### config.mk
export PLATFORM = sky130hd
export DESIGN_NAME = acp_top
export DESIGN_NICKNAME = d
export VERILOG_FILES = /design/src/logic/acp_pkg.sv /design/src/logic/acp_regs_if.sv /design/src/logic/acp_setup_mem.sv /design/src/logic/acp_top.sv
export SDC_FILE = /design/constraint.sdc
export NUM_CORES = 1
export LEC_CHECK = 0
export BUFFER_PORTS_ARGS = -buffer_cell sky130_fd_sc_hd__buf_2
export CAP_MARGIN = 0
export CORE_MARGIN = 4
export CORE_UTILIZATION = 45
export DETAILED_ROUTE_END_ITERATION = 8
export HOLD_SLACK_MARGIN = 0.12
export SLEW_MARGIN = 20
export SYNTH_ARGS = -nofsm -noshare
export SYNTH_HDL_FRONTEND = slang
export SYNTH_SLANG_ARGS = --single-unit
### constraint.sdc
create_clock -name mclk -period 17.6 [get_ports mclk]
set_input_delay 5.28 -clock mclk [delete_from_list [all_inputs] [get_ports mclk]]
set_output_delay 5.28 -clock mclk [all_outputs]
set_load 0.02 [all_outputs]
### src/logic/acp_pkg.sv
// package: constants and types of the adc serial command port
`default_nettype none
package acp_pkg;
    localparam int unsigned acp_clk_mhz = 100;
    localparam int unsigned acp_resync_ones = 32;
    localparam int unsigned acp_low_power_mhz = 4;
    localparam logic [5:0] acp_addr_command = 6'h00;
    localparam logic [5:0] acp_addr_io_port = 6'h01;
    localparam logic [5:0] acp_addr_revision = 6'h02;
    localparam logic [5:0] acp_addr_status = 6'h04;
    localparam logic [5:0] acp_addr_checksum = 6'h05;
    localparam logic [5:0] acp_addr_data_base = 6'h08;
    localparam logic [5:0] acp_addr_chan_status_base = 6'h20;
    localparam logic [5:0] acp_addr_setup_base = 6'h28;
    localparam logic [5:0] acp_addr_mode_base = 6'h38;
    localparam logic [5:0] acp_page_mask = 6'h38;
    localparam logic [7:0] acp_io_reset = 8'h30;
    localparam logic [7:0] acp_io_wmask = 8'hfd;
    localparam logic [7:0] acp_setup_reset = 8'h00;
    localparam int unsigned acp_cmd_rw_bit = 6;
    localparam int unsigned acp_io_pin_a_bit = 7;
    localparam int unsigned acp_io_pin_b_bit = 6;
    localparam int unsigned acp_io_dir_a_bit = 5;
    localparam int unsigned acp_io_dir_b_bit = 4;
    localparam int unsigned acp_io_policy_bit = 3;
    localparam int unsigned acp_io_lowpwr_bit = 2;
    localparam int unsigned acp_io_sync_bit = 0;
    localparam int unsigned acp_setup_enable_bit = 3;
    localparam int unsigned acp_setup_cfg_hi_bit = 6;
    localparam int unsigned acp_setup_cfg_lo_bit = 5;
    localparam logic [4:0] acp_width_8 = 5'h08;
    localparam logic [4:0] acp_width_16 = 5'h10;
    localparam logic [4:0] acp_width_24 = 5'h18;
    localparam logic [5:0] acp_ones_max = 6'h20;
    localparam logic [4:0] acp_pins_idle = 5'h18;
    typedef enum logic [2:0] {
        acp_st_cmd = 3'b001,
        acp_st_write = 3'b010,
        acp_st_read = 3'b100
    } acp_state_t;
endpackage : acp_pkg
`default_nettype wire

### src/logic/acp_regs_if.sv
// interface: register access between serial engine and setup store
`default_nettype none
interface acp_regs_if;
    logic wr_en;
    logic clear;
    logic [2:0] addr;
    logic [7:0] wr_data;
    logic [7:0] rd_data;
    modport engine (output wr_en, output clear, output addr, output wr_data, input rd_data);
    modport store (input wr_en, input clear, input addr, input wr_data, output rd_data);
endinterface : acp_regs_if
`default_nettype wire

### src/logic/acp_setup_mem.sv
// module: per-channel setup memory with registered read data
`default_nettype none
module acp_setup_mem
    import acp_pkg::*;
(
    // clock and reset
    input wire logic mclk,
    input wire logic rst_n,
    // access port
    acp_regs_if.store regs
);
    logic [7:0] mem [8];
    always_ff @(posedge mclk or negedge rst_n)
    begin
        if (!rst_n)
        begin
            for (int i = 0; i < 8; i++)
                mem[i] <= acp_setup_reset;
        end
        else if (regs.clear)
        begin
            for (int i = 0; i < 8; i++)
                mem[i] <= acp_setup_reset;
        end
        else if (regs.wr_en)
            mem[regs.addr] <= regs.wr_data;
    end
    always_ff @(posedge mclk or negedge rst_n)
    begin
        if (!rst_n)
            regs.rd_data <= acp_setup_reset;
        else
            regs.rd_data <= mem[regs.addr];
    end
endmodule : acp_setup_mem
`default_nettype wire

### src/logic/acp_top.sv
// module: serial command port, io port register and interface resync
// Functional notes
// - every transaction starts with a command byte
// - return to command wait after transfer
// - 32 ones with select low resets engine, io port, setup and mode data; mode channel is kept
// - command bit 6 selects read or write
// - bits 5..0 address, low three pick channel
// - mode write channel from address low bits
// - channel input pair from config bits
// - port bits drive or mirror the pins
// - direction bits: one input, zero output, except pin b stays input while bit 0 sync is set
// - ready policy: any unread (enables ignored) or all enabled
// - bit 2 selects reduced power
// - bit 0 enables sync pin function
// - io port reset value with pin levels
// - data phase width follows register
`default_nettype none
module acp_top
(
    // clock and reset
    input wire logic mclk,
    input wire logic resetn,
    // serial link
    input wire logic cs_n,
    input wire logic sclk,
    input wire logic din,
    output logic dout,
    // port pins (oe low drives)
    input wire logic port_pin_a_in,
    output logic port_pin_a_out,
    output logic port_pin_a_oe_n,
    input wire logic port_pin_b_in,
    output logic port_pin_b_out,
    output logic port_pin_b_oe_n,
    // converter side
    input wire logic [7:0] unread,
    input wire logic [7:0] status_in,
    output logic ready_n,
    output logic low_power_select,
    output logic sync_enable,
    output logic [2:0] mode_channel,
    output logic mode_write,
    output logic [7:0] mode_data,
    output logic interface_reset,
    output logic [7:0] channel_enable,
    output logic [15:0] input_config
);
    import acp_pkg::*;

    function automatic logic [4:0] reg_width(input logic [5:0] a);
        if ((a & acp_page_mask) == acp_addr_data_base || a == acp_addr_checksum)
            reg_width = acp_width_16;
        else if (a == acp_addr_command || a == acp_addr_io_port || a == acp_addr_revision || a == acp_addr_status)
            reg_width = acp_width_8;
        else if (a >= acp_addr_chan_status_base) // status, setup, conversion time and mode pages are bytes
            reg_width = acp_width_8;
        else
            reg_width = acp_width_24;
    endfunction : reg_width

    logic [1:0] rst_sync;
    logic rst_n;
    always_ff @(posedge mclk or negedge resetn)
    begin
        if (!resetn)
            rst_sync <= 2'h0;
        else
            rst_sync <= {rst_sync[0], 1'b1};
    end
    assign rst_n = rst_sync[1];

    // three-stage samplers, change taken when stages two and three agree
    // bit order: select, clock, data, pin a, pin b; idle levels avoid a false edge after reset
    logic [4:0] st1, st2, st3, seen;
    logic cs_q, clk_q, din_q, pa_q, pb_q;
    logic clk_d;
    logic rise, fall;
    always_ff @(posedge mclk or negedge rst_n)
    begin
        if (!rst_n)
        begin
            st1 <= acp_pins_idle;
            st2 <= acp_pins_idle;
            st3 <= acp_pins_idle;
            seen <= acp_pins_idle;
            clk_d <= 1'b1;
        end
        else
        begin
            st1 <= {cs_n, sclk, din, port_pin_a_in, port_pin_b_in};
            st2 <= st1;
            st3 <= st2;
            seen <= (seen & (st2 ^ st3)) | (st3 & ~(st2 ^ st3));
            clk_d <= clk_q;
        end
    end
    assign {cs_q, clk_q, din_q, pa_q, pb_q} = seen;
    assign rise = clk_q && !clk_d && !cs_q;
    assign fall = !clk_q && clk_d && !cs_q;

    // resync: count rising edges with data in high
    logic [5:0] ones;
    logic soft_rst;
    always_ff @(posedge mclk or negedge rst_n)
    begin
        if (!rst_n)
            ones <= 6'h0;
        else if (soft_rst || cs_q)
            ones <= 6'h0;
        else if (rise)
            ones <= din_q ? ones + 6'h1 : 6'h0;
    end
    assign soft_rst = (ones == acp_ones_max);

    // serial engine
    acp_state_t state;
    logic [23:0] shreg;
    logic [7:0] cmd_word;
    logic [4:0] cnt;
    logic [4:0] width;
    logic [5:0] addr;
    logic [7:0] rd_word;
    logic [7:0] io_port_control;
    logic [7:0] io_view;
    logic done_byte, done_data;
    acp_regs_if regs ();

    assign done_byte = rise && (cnt == acp_width_8 - 5'h1);
    assign done_data = rise && (cnt == width - 5'h1);
    // the eighth bit is still on the data line when the byte completes
    assign cmd_word = {shreg[6:0], din_q};
    always_ff @(posedge mclk or negedge rst_n)
    begin
        if (!rst_n)
        begin
            state <= acp_st_cmd;
            cnt <= 5'h0;
            shreg <= 24'h0;
            addr <= 6'h0;
            width <= acp_width_8;
        end
        else if (soft_rst)
        begin
            state <= acp_st_cmd;
            cnt <= 5'h0;
            shreg <= 24'h0;
        end
        else if (rise)
        begin
            shreg <= {shreg[22:0], din_q};
            case (state)
                acp_st_cmd:
                begin
                    cnt <= done_byte ? 5'h0 : cnt + 5'h1;
                    if (done_byte)
                    begin
                        addr <= cmd_word[5:0];
                        width <= reg_width(cmd_word[5:0]);
                        state <= cmd_word[acp_cmd_rw_bit] ? acp_st_read : acp_st_write;
                    end
                end
                acp_st_write, acp_st_read:
                begin
                    cnt <= done_data ? 5'h0 : cnt + 5'h1;
                    if (done_data)
                        state <= acp_st_cmd;
                end
                default:
                    state <= acp_st_cmd;
            endcase
        end
        else if (state == acp_st_read && cnt == 5'h0 && !fall && clk_q)
            shreg <= {rd_word, 16'h0};
    end

    // read word: first data bit goes out right after the command byte
    assign io_view = {io_port_control[acp_io_dir_a_bit] ? pa_q : io_port_control[acp_io_pin_a_bit],
        io_port_control[acp_io_dir_b_bit] ? pb_q : io_port_control[acp_io_pin_b_bit],
        io_port_control[5:0]};
    always_comb
    begin
        if (addr == acp_addr_io_port)
            rd_word = io_view;
        else if (addr == acp_addr_status)
            rd_word = status_in;
        else if ((addr & acp_page_mask) == acp_addr_setup_base)
            rd_word = regs.rd_data;
        else
            rd_word = mode_data;
    end

    always_ff @(posedge mclk or negedge rst_n)
    begin
        if (!rst_n)
            dout <= 1'b0;
        else if (state != acp_st_read || cs_q)
            dout <= 1'b0;
        else if (fall || cnt == 5'h0)
            dout <= (cnt == 5'h0) ? rd_word[7] : shreg[23];
    end

    logic wr_done;
    assign wr_done = state == acp_st_write && done_data && !soft_rst;
    assign regs.wr_en = wr_done && ((addr & acp_page_mask) == acp_addr_setup_base);
    assign regs.addr = addr[2:0];
    assign regs.clear = soft_rst;
    assign regs.wr_data = {shreg[6:0], din_q};
    acp_setup_mem u_setup (
        .mclk (mclk),
        .rst_n (rst_n),
        .regs (regs)
    );

    // io port register; pins come up as inputs, so io_view shows their live levels
    always_ff @(posedge mclk or negedge rst_n)
    begin
        if (!rst_n)
            io_port_control <= acp_io_reset;
        else if (soft_rst)
            io_port_control <= acp_io_reset;
        else if (wr_done && addr == acp_addr_io_port)
            io_port_control <= {shreg[6:0], din_q} & acp_io_wmask;
    end

    // shadow of the setup bits for enable and input config
    logic [7:0] en_shadow;
    logic [15:0] cfg_shadow;
    always_ff @(posedge mclk or negedge rst_n)
    begin
        if (!rst_n)
            {en_shadow, cfg_shadow} <= 24'h0;
        else if (soft_rst)
            {en_shadow, cfg_shadow} <= 24'h0;
        else if (regs.wr_en)
        begin
            en_shadow[addr[2:0]] <= regs.wr_data[acp_setup_enable_bit];
            cfg_shadow[{addr[2:0], 1'b0} +: 2] <= {regs.wr_data[acp_setup_cfg_hi_bit],
                regs.wr_data[acp_setup_cfg_lo_bit]};
        end
    end

    // outputs, all registered
    logic [7:0] pend_en;
    assign pend_en = unread & en_shadow;
    always_ff @(posedge mclk or negedge rst_n)
    begin
        if (!rst_n)
        begin
            ready_n <= 1'b1;
            low_power_select <= 1'b0;
            sync_enable <= 1'b0;
            port_pin_a_out <= 1'b0;
            port_pin_a_oe_n <= 1'b1;
            port_pin_b_out <= 1'b0;
            port_pin_b_oe_n <= 1'b1;
            mode_channel <= 3'h0;
            mode_write <= 1'b0;
            mode_data <= 8'h0;
            interface_reset <= 1'b0;
            channel_enable <= 8'h0;
            input_config <= 16'h0;
        end
        else
        begin
            if (io_port_control[acp_io_policy_bit])
                ready_n <= !((pend_en == en_shadow) && (en_shadow != 8'h0));
            else
                ready_n <= !(|unread);
            low_power_select <= io_port_control[acp_io_lowpwr_bit];
            sync_enable <= io_port_control[acp_io_sync_bit];
            port_pin_a_out <= io_port_control[acp_io_pin_a_bit];
            port_pin_a_oe_n <= io_port_control[acp_io_dir_a_bit];
            port_pin_b_out <= io_port_control[acp_io_pin_b_bit];
            port_pin_b_oe_n <= io_port_control[acp_io_dir_b_bit] || io_port_control[acp_io_sync_bit];
            mode_write <= wr_done && ((addr & acp_page_mask) == acp_addr_mode_base);
            if (wr_done && ((addr & acp_page_mask) == acp_addr_mode_base))
            begin
                mode_channel <= addr[2:0];
                mode_data <= {shreg[6:0], din_q};
            end
            else if (soft_rst)
                mode_data <= 8'h0;
            interface_reset <= soft_rst;
            channel_enable <= en_shadow;
            input_config <= cfg_shadow;
        end
    end
endmodule : acp_top
`default_nettype wire

After elaboration in Yosys (flattened, before gate mapping)
Cells that the tools add are included.
Widths: inputs -> output; s select.
{"block": "totals", "ff_bits": 221, "latchBits": 0, "ramBits": 0, "romBits": 0, "inputBits": 23, "output_inout_bits": 45, "word_cells": 173, "n_memories": 0}
{"block": "classes", "add_sub_neg": 4, "n_mul": 0, "div": 0, "magnitude_cmp": 5, "eq_ne": 19, "shifts": 2, "muxes": 49, "bitwise": 8, "n_reduce_logical": 48}
{"operator": "$mux 64", "n": 2}
{"operator": "$mux 8", "n": 12}
{"operator": "$mux 24", "n": 3}
{"operator": "$bwmux 64", "n": 1}
{"operator": "$mux 5", "n": 7}
{"operator": "$mux 16", "n": 2}
{"operator": "$bmux 8 s3", "n": 1}
{"operator": "$demux 8 s3", "n": 1}
{"operator": "$eq 6x3->1 const B", "n": 3}
{"operator": "$mux 6", "n": 3}
{"operator": "$logic_and 1x1->1", "n": 17}
{"operator": "$bwmux 16", "n": 1}
{"operator": "$shift 2x6->16 const A", "n": 1}
{"operator": "$shiftx 2x6->16", "n": 1}
{"operator": "$mux 3", "n": 5}
{"operator": "$eq 6x1->1 const B", "n": 2}
{"operator": "$reduce_bool 2->1", "n": 6}
{"operator": "$and 5x5->5", "n": 2}
{"operator": "$pmux 5 s2", "n": 1}
{"operator": "$eq 3x3->1 const B", "n": 3}
{"operator": "$ne 3x3->1 const B", "n": 3}
{"operator": "$and 8x8->8", "n": 1}
{"operator": "$bwmux 8", "n": 1}
{"operator": "$eq 8x8->1", "n": 1}
{"operator": "34 further kinds", "n": 55}

Depth between registers and ports, before layout
Gate-level depths: netlist of the first run.
{"block": "depth", "ltp_word": 9, "ltp_mapped": 10, "depth_no_buf": 8}

Modules after synthesis
A second synthesis of the first run with hierarchy kept.
{"block": "hier_totals", "hier_cells": 891, "hier_area_um2": 9751.9}
{"module": "acp_top", "instances": 1, "cells_each": 574, "area_each_um2": 6304.8, "seq_area_each_um2": 3648.5}
{"module": "acp_setup_mem", "instances": 1, "cells_each": 317, "area_each_um2": 3447.1, "seq_area_each_um2": 1801.7}

Worst setup path after synthesis of the first run
OpenSTA, ideal clock, no wires.
{"block": "synth_timing", "kind": "input to register", "start": "in status_in[7]", "end": "reg dout", "setup_time_ps": 105, "t_arrival_ps": 6023, "required_time_ps": 17495, "setup_slack_ps": 11472, "stages": 4, "n_path_buf": 0, "cell_sequence": "and4b_1 a211oi_1 nor3b_1 nor4b_1"}
{"block": "synth_between", "elab_chain_cells": 5}
{"item": "start, declared", "line": "acp_top.sv:37", "text": "input wire logic [7:0] status_in,"}
{"item": "$mux 8", "line": "acp_top.sv:184", "text": "else if (addr == acp_addr_status)"}
{"item": "$mux 8", "line": "acp_top.sv:182", "text": "if (addr == acp_addr_io_port)"}
{"item": "$mux 1", "line": "acp_top.sv:199", "text": "dout <= (cnt == 5'h0) ? rd_word[7] : shreg[23];"}
{"item": "$mux 1", "line": "acp_top.sv:198", "text": "else if (fall || cnt == 5'h0)"}
{"item": "$mux 1", "line": "acp_top.sv:196", "text": "else if (state != acp_st_read || cs_q)"}
{"item": "end signal, assigned", "line": "acp_top.sv:199"}
{"item": "end, declared", "line": "acp_top.sv:27", "text": "output logic dout,"}
No other way between the ends. The select of a mux whose other input is x is not followed.
A chain may end at the register's enable or synchronous reset.

Worst setup path in the final report of the first run
{"block": "layout_timing", "start": "reg ready_n", "end": "out ready_n"}
{"item": "start, declared", "line": "acp_top.sv:38", "text": "output logic ready_n,"}
{"item": "start signal, assigned", "line": "acp_top.sv:266", "text": "ready_n <= !((pend_en == en_shadow) && (en_shadow != 8'h0));"}
{"item": "start signal, assigned", "line": "acp_top.sv:268", "text": "ready_n <= !(|unread);"}
No word-level cell between the ends.

==> results.py, run 1 <==
metrics = {
    "run_status": {
        "result_of_the_run": "finished, final reports clean",
    },
    "flow_run": {
        "max_cap_violations": 0,
    },
    "sta": {
        "final.min_clock_period_ps": 6450,
        "clock-skew-final_ps": 9.80,
        "finalSetupViolations": 0,
        "relSlewSlack": 0.359,
        "rsz0062_at_grt": "no",
        "fmax_ghz": 0.155,
        "hold_violations": 0,
        "setup_ws_ps": 11150,
        "setup_tns_after_final_layout_ps": 0,
        "drv_slew": 0,
        "worst_pin_slew_ps": 961,
        "final_critical_path_share_of_the_clock_period": 0.366,
    },
    "detailed_routing": {
        "drc": 0,
        "antenna_violating_nets_post_route": 0,
        "via_per_instance_ratio": 5.67,
        "first_pass_iters": 5,
        "route.final.wire_length_microns": 22000,
        "detail_routed_net_length_per_standard_cell_microns": 19.1,
        "vias": 6537,
        "drt-initial-drc-count": 487,
    },
    "clocking": {
        "cts_num_sinks": 209,
        "worst_setup_hold_path_clk_slew_ps": 60,
        "holdBufCountCts": 0,
        "cts.htree.levels": 1,
        "clk_latency_ps": 510,
        "numCtsBuffers": 23,
        "cts_max_path_buffers": 3,
        "cts.repair_timing.setup_buffer_count": 0,
        "cts_root_buffer": "clkbuf_16",
        "cts_tree": "yes",
        "post_cts_resized": 0,
    },
    "yosys": {
        "synth_top_area_frac": 0.532,
        "post_synth_instance_area_sq_um": 9080,
        "synth_cell_types": 66,
        "post_synth.cell_area_avg_sq_um": 11.1,
        "yosys_top_cell_by_area": "dfrtp_1",
        "synth_top_cells_by_area": "dfrtp_1, mux2i_1, dfstp_2, nand2_1, nand3_1",
        "netlist_instances": 819,
        "synthesis.yosys.warnings": 0,
        "yosysSeqAreaShare": 0.578,
        "synthFlopType": "dfrtp_1",
        "synth_nets": 852,
        "synth_async_sr_flop_share": 1.00,
        "synth_enable_flop_cells": 0,
        "synth-seq-cells": 209,
    },
    "hold_path": {
        "min_path_type": "flop to async pin",
    },
    "setup_path": {
        "worstPathMaxFanout": 1,
        "setup.reg_to_reg.worst_slack_ps": 14010,
        "critical_path.endpoint_type": "primary output",
        "cpPeakStageDelay_ps": 510,
        "critPathBufInv": 1,
        "worstPathCellList": "buf_2",
        "cp.arrival_ps": 1170,
        "slowest_stage": "dfstp_2",
        "critical_path.top_delay_family": "flip-flops",
        "rr_endpoint": "cfg_shadow[0]",
        "worst-endpoint-required_ps": 12320,
        "r2r.worst_path.cells": 7,
        "worst-setup-path-type": "flop to primary output",
        "worst_setup_path_start_kind": "flop",
        "worstReg2RegStart": "addr[0]",
    },
    "pwr": {
        "sw_pwr_w": 0.000289,
        "power.density_nw_per_um2": 106,
        "power.switching_fraction": 0.263,
        "internal_power_w": 0.000810,
        "share_comb_of_total_power": 0.078,
        "clock_power_share": 0.424,
        "p_leak_nw": 4.88,
        "p_seq_frac": 0.498,
        "peakVddDrop_mv": 0.0533,
    },
    "die": {
        "die_height_microns": 150,
        "chipWidth_microns": 150,
        "initial_core_util": 0.462,
        "num_io_pins": 68,
        "rows": 51,
        "fp.dieArea_sq_um": 22500,
        "design.core.area_sq_um": 19700,
    },
    "final_layout": {
        "flow.area_growth_from_synthesis_pct": 14.2,
        "final-seq-area_sq_um": 5250,
        "post-route-util": 0.528,
        "antenna_cells_inserted": 0,
        "most_common_cell_after_layout_fill_and_taps_aside": "dfrtp_1",
        "fillerInstances": 1754,
        "final_cell_mix": "dfrtp_1, nand2_1, buf_2",
        "fraction_of_layout_instances_using_a_drive_strength_above_1": 0.191,
        "multi_input_area_sq_um": 3530,
        "finish.net_count": 904,
    },
    "place": {
        "post-dp-hpwl_microns": 14300,
        "globalplace.congestion": 0.822,
        "preCtsSetupSlack_ps": 11270,
        "port_buffers": 67,
    },
    "global_route": {
        "grt_remaining_overflow": 0,
        "global_route_wire_length_before_repair_microns": 36400,
        "grt_start_max_net_pins": 171,
        "grt.total_usage": 0.204,
        "first_global_vias": 6553,
        "antenna_found_initial": 0,
    },
}
-- worst max-delay path by stage --
stage / startpoint / endpoint / slack, ps / depth (start not counted)
floorplan: rst_sync[1] / async pin / 11370 / 0
global placement: status_in[7] / dout / 11320 / 5
detailed placement: status_in[7] / dout / 11270 / 5
CTS: ready_n / ready_n / 11130 / 1
global route: ready_n / ready_n / 11120 / 1
finish: ready_n / ready_n / 11150 / 1
-- power by group through the flow --
stage / clock network (W) / registers (W) / logic [W]
2_1_floorplan: 0 / 0.000532 / 0.0000702
3_3_place_gp: 0 / 0.000554 / 0.0000829
3_5_place_dp: 0 / 0.000555 / 0.0000863
4_1_cts: 0.000478 / 0.000547 / 0.0000865
5_1_grt: 0.000497 / 0.000551 / 0.0000978
6_report: 0.000466 / 0.000547 / 0.0000856
-- metrics by stage --
step	power (W)	area (sq um)	cells	hold WS, ps
2_1_floorplan	0.000602	9080	819	331
3_3_place_gp	0.000637	9630	1111	310
3_5_place_dp	0.000641	9630	1111	324
4_1_cts	0.00111	10400	1153	329
5_1_grt	0.00115	10400	1153	356
6_report	0.00110	10400	1153	305
-- sequential cells by signal, indices dropped and copies added, names as in the netlist, 2 cells and up, named ones only --
| name | flops |
|---|---|
| addr | 6 |
| cfg_shadow | 16 |
| channel_enable | 8 |
| cnt | 5 |
| en_shadow | 5 |
| input_config | 16 |
| io_port_control | 7 |
| mode_channel | 3 |
| mode_data | 8 |
| ones | 6 |
| rst_sync | 2 |
| shreg | 24 |
| st1 | 5 |
| st2 | 5 |
| st3 | 5 |
| state | 3 |
| u_setup.mem | 59 |
| u_setup.regs.rd_data | 8 |
| width | 2 |
-- cell type report --
type | count | area share
clock buffers | 31 | 0.0632
clock inverters | 11 | 0.00868
inverters | 28 | 0.0101
multi-input cells | 533 | 0.340
flip-flops and latches | 209 | 0.506
well taps | 265 | 0.0320
repair buffers | 76 | 0.0400
-- cells in the mapped netlist, types with 2 or more instances --
cell type and n:
dfstp_2 16, o2111ai_1 2, nor4_1 4, inv_1 25, clkbuf_1 29, nor3_1 9
a221o_1 4, xnor2_1 3, o22ai_1 6, nor2_1 47, nand4_1 13, a21oi_1 23
a211oi_1 4, a221oi_1 3, nor4b_1 2, dfrtp_1 193, nor3b_1 4, nand2_1 97
nand3_1 59, mux2_2 13, maj3_1 5, a32o_1 3, o21ai_1 33, buf_2 12
a22o_1 11, mux4_2 6, nor4_4 2, nand4_4 5, and2_1 3, o211ai_1 10
nor2b_1 6, and3_1 5, mux2i_1 58, clkinv_1 2, o31ai_1 4, buf_1 6
or2_2 2, ha_1 10, nand2b_1 2, o21ai_0 49, a31oi_1 4
-- per-layer routing --
| layer | up-vias | track usage | routed length, microns |
|---|---|---|---|
| li1 | 3023 | - | - |
| met1 | 3272 | 0.289 | 9910 |
| met2 | 206 | 0.326 | 10400 |
| met3 | 36 | 0.0327 | 1280 |
| met4 | 0 | 0.0590 | 473 |
| met5 | - | 0 | 0 |
-- cells by family after synthesis --
family,count (synthesis),share of synthesized area
AND/OR/NAND/NOR,273,0.157
flip-flops,209,0.578
AO/OA/AOI/OAI,161,0.107
multiplexers,78,0.0974
buffers and inverters,77,0.0347
adder cells (fa/ha/maj),15,0.0193
XOR/XNOR,5,0.00565
other,1,0.000413
(Power assumes the default switching activity.)
==> run 2: changes to the inputs <==
ABC_AREA = 1   (was default)
clock period = 6.7 ns   (was 17.6 ns; I/O delays follow)
==> run 2 against run 1 <==
Core utilization is 0.73 points higher. Global-route usage up 0.47 points. Register-to-register slack worse by 11000 ps. Non-clock buffer count is 6 lower. Synthesized cell count grew 31%. Die area rose by 0.83%. Sequential power increased to 2.5 times the previous value. Largest cell class unchanged. Critical path depth rose by 9. Count of clock-buffer cells in the layout up 6. Critical endpoint is now cfg_shadow[8].
==> results.py, run 2 <==
metrics = {
    "run_status": {
        "result_of_the_run": "finished, final reports clean",
    },
    "final_layout": {
        "biggestRegsByFlops": "u_setup.mem: 59 flops, shreg: 24 flops",
        "largest-register": "u_setup.mem",
        "post-route-util": 0.535,
        "antenna_cells_inserted": 0,
        "largest_register_ffs": 59,
        "fraction_of_layout_instances_using_a_drive_strength_above_1": 0.130,
        "flow.area_growth_from_synthesis_pct": 15.2,
        "final_cell_mix": "nand2_1, dfrtp_1, inv_1",
        "most_common_cell_after_layout_fill_and_taps_aside": "nand2_1",
        "finish.net_count": 1173,
    },
    "sta": {
        "holdWs_ps": 347,
        "setup_tns_after_final_layout_ps": 0,
        "final.min_clock_period_ps": 3260,
        "relSlewSlack": 0.273,
        "drv_slew": 0,
        "fmax_ghz": 0.307,
        "hold_violations": 0,
        "clock-skew-final_ps": 23.4,
        "finalSetupViolations": 0,
        "rsz0062_at_grt": "no",
        "worst_pin_slew_ps": 1090,
        "final_critical_path_share_of_the_clock_period": 0.486,
    },
    "yosys": {
        "netlist_instances": 1070,
        "yosys_top_cell_by_area": "dfrtp_1",
        "synth_nets": 1103,
        "synth_top_cells_by_area": "dfrtp_1, nand2_1, dfstp_2, nand3_1, inv_1",
        "synth_cell_types": 41,
        "yosysSeqAreaShare": 0.573,
        "synth-seq-cells": 209,
        "synthFlopType": "dfrtp_1",
        "synth_async_sr_flop_share": 1.00,
        "synth_top_area_frac": 0.527,
        "post_synth_instance_area_sq_um": 9160,
        "ys_top_cells_by_count": "nand2_1, dfrtp_1, inv_1, nor2_1, nand3_1",
        "synthesis.yosys.warnings": 0,
        "synth_enable_flop_cells": 0,
        "yosysMostFrequentCell": "nand2_1",
        "post_synth.cell_area_avg_sq_um": 8.56,
    },
    "die": {
        "chipWidth_microns": 151,
        "num_io_pins": 68,
        "die_height_microns": 151,
        "fp.dieArea_sq_um": 22700,
        "initial_core_util": 0.465,
        "rows": 51,
        "design.core.area_sq_um": 19700,
    },
    "setup_path": {
        "critical_path.endpoint_type": "flop",
        "startpoint": "addr[0]",
        "r2r.worst_path.cells": 10,
        "rr_endpoint": "cfg_shadow[8]",
        "worst_setup_path_start_kind": "flop",
        "worstReg2RegStart": "addr[0]",
        "cpPeakStageDelay_ps": 940,
        "slowest_stage": "dfrtp_1",
        "cp.arrival_ps": 3660,
        "worst_path_most_repeated_cell": "nand2_1",
        "setup.reg_to_reg.worst_slack_ps": 3440,
        "worstPathCellList": "inv_1 > ha_1 > ha_1 > inv_1 > nor2_1 > nand3_1 > nand2_1 > nand2_1 > nand2_1 > nand2_1",
        "worst-endpoint-required_ps": 7100,
        "worst-setup-path-type": "flop to flop",
        "worstPathMaxFanout": 27,
    },
    "global_route": {
        "grt_remaining_overflow": 0,
        "antenna_found_initial": 0,
        "first_global_vias": 6855,
        "grt.total_usage": 0.208,
        "global_route_wire_length_before_repair_microns": 37200,
        "grt_start_max_net_pins": 136,
    },
    "clocking": {
        "cts.repair_timing.setup_buffer_count": 0,
        "worst_setup_hold_path_clk_slew_ps": 60,
        "cts.htree.levels": 1,
        "cts_root_buffer": "clkbuf_16",
        "cts_tree": "yes",
        "numCtsBuffers": 23,
        "cts_num_sinks": 209,
        "clk_latency_ps": 520,
        "post_cts_resized": 0,
        "cts_max_path_buffers": 3,
        "holdBufCountCts": 0,
    },
    "pwr": {
        "power.density_nw_per_um2": 285,
        "p_leak_nw": 5.50,
        "peakVddDrop_mv": 0.163,
    },
    "place": {
        "post-dp-hpwl_microns": 15500,
        "globalplace.congestion": 0.869,
        "port_buffers": 67,
    },
    "hold_path": {
        "timing.hold.worst_path_depth": 0,
        "hp-start": "rst_sync[0]",
        "min_path_type": "flop to flop",
        "hold_path_sink": "rst_sync[1]",
    },
    "detailed_routing": {
        "antenna_violating_nets_post_route": 0,
        "first_pass_iters": 5,
        "drc": 0,
        "vias": 7267,
        "detail_routed_net_length_per_standard_cell_microns": 16.3,
        "via_per_instance_ratio": 5.11,
        "route.final.wire_length_microns": 23100,
        "drt-initial-drc-count": 507,
    },
    "flow_run": {
        "max_cap_violations": 0,
    },
}
-- run 2: cell types whose count changed in the layout (fill, tap and decap cells not counted), moves of 22 or more --
| cell | change |
|---|---|
| inv_1 | +76 |
| nand3_1 | +22 |
| mux2i_1 | -58 |
| nand2_1 | +271 |
| nor2_1 | +39 |
| o21ai_1 | -31 |
-- run 2: final cells by class --
| class | instances | area, sq um |
|---|---|---|
| Multi-Input combinational cell | 727 | 3390 |
| Timing Repair Buffer | 70 | 370 |
| Tap cell | 265 | 332 |
| Inverter | 109 | 409 |
| Fill cell | 1864 | 9160 |
| Sequential cell | 209 | 5250 |
| Clock buffer | 37 | 718 |
| Clock inverter | 5 | 82.6 |
-- run 2: critical path, delay by kind of cell (launching register included) --
family                   cells  cell delay [ps]
flip-flops                   1              940
AND/OR/NAND/NOR              6              590
buffers and inverters        2              690
adder cells (fa/ha/maj)      2              910
-- run 2: routing by layer --
layer,up-vias,wire [microns],global-route usage,share of wire
li1,3571,-,-,-
met1,3463,11000,0.311,0.47
met2,193,10500,0.321,0.45
met3,40,1180,0.0307,0.051
met4,0,497,0.0549,0.021
met5,-,0,0,0
-- run 2: report_power, final --
| group | internal (W) | total [W] | leakage (nW) | switching, W |
|---|---|---|---|---|
| Clock | 0.000810 | 0.00131 | 0.395 | 0.000498 |
| Sequential | 0.00133 | 0.00139 | 2.80 | 0.0000654 |
| Combinational | 0.0000771 | 0.000303 | 2.31 | 0.000226 |
| Total | 0.00222 | 0.00301 | 5.50 | 0.000790 |
-- run 2: per-stage QoR --
stage	std cells	area [sq um]	power [W]	setup slack, ps
3_5_place_dp	1380	9750	0.00172	3510
2_1_floorplan	1070	9160	0.00160	473
4_1_cts	1422	10600	0.00304	3500
6_report	1422	10600	0.00301	3440
3_3_place_gp	1380	9750	0.00171	3610
5_1_grt	1422	10600	0.00314	3190
-- run 2: how the worst max path moves through the flow --
stage | slack (ps) | end | cells past startpoint
2_1_floorplan | 470 | async pin | 0
3_3_place_gp | 3610 | cfg_shadow[8] | 10
3_5_place_dp | 3510 | cfg_shadow[8] | 10
4_1_cts | 3500 | port_pin_a_oe_n | 1
5_1_grt | 3190 | cfg_shadow[8] | 10
6_report | 3440 | cfg_shadow[8] | 10
-- run 2: logic make-up (layout without fill, tap and decap cells) --
group | Yosys count | in the layout | share of synthesized area
flops | 209 | 209 | 0.573
xor+xnor | 6 | 6 | 0.00573
compound gates | 109 | 109 | 0.0668
simple gates | 596 | 596 | 0.278
buf+inv | 134 | 221 | 0.0572
fa+ha+maj | 15 | 15 | 0.0191
other cells | 1 | 1 | 0.000409
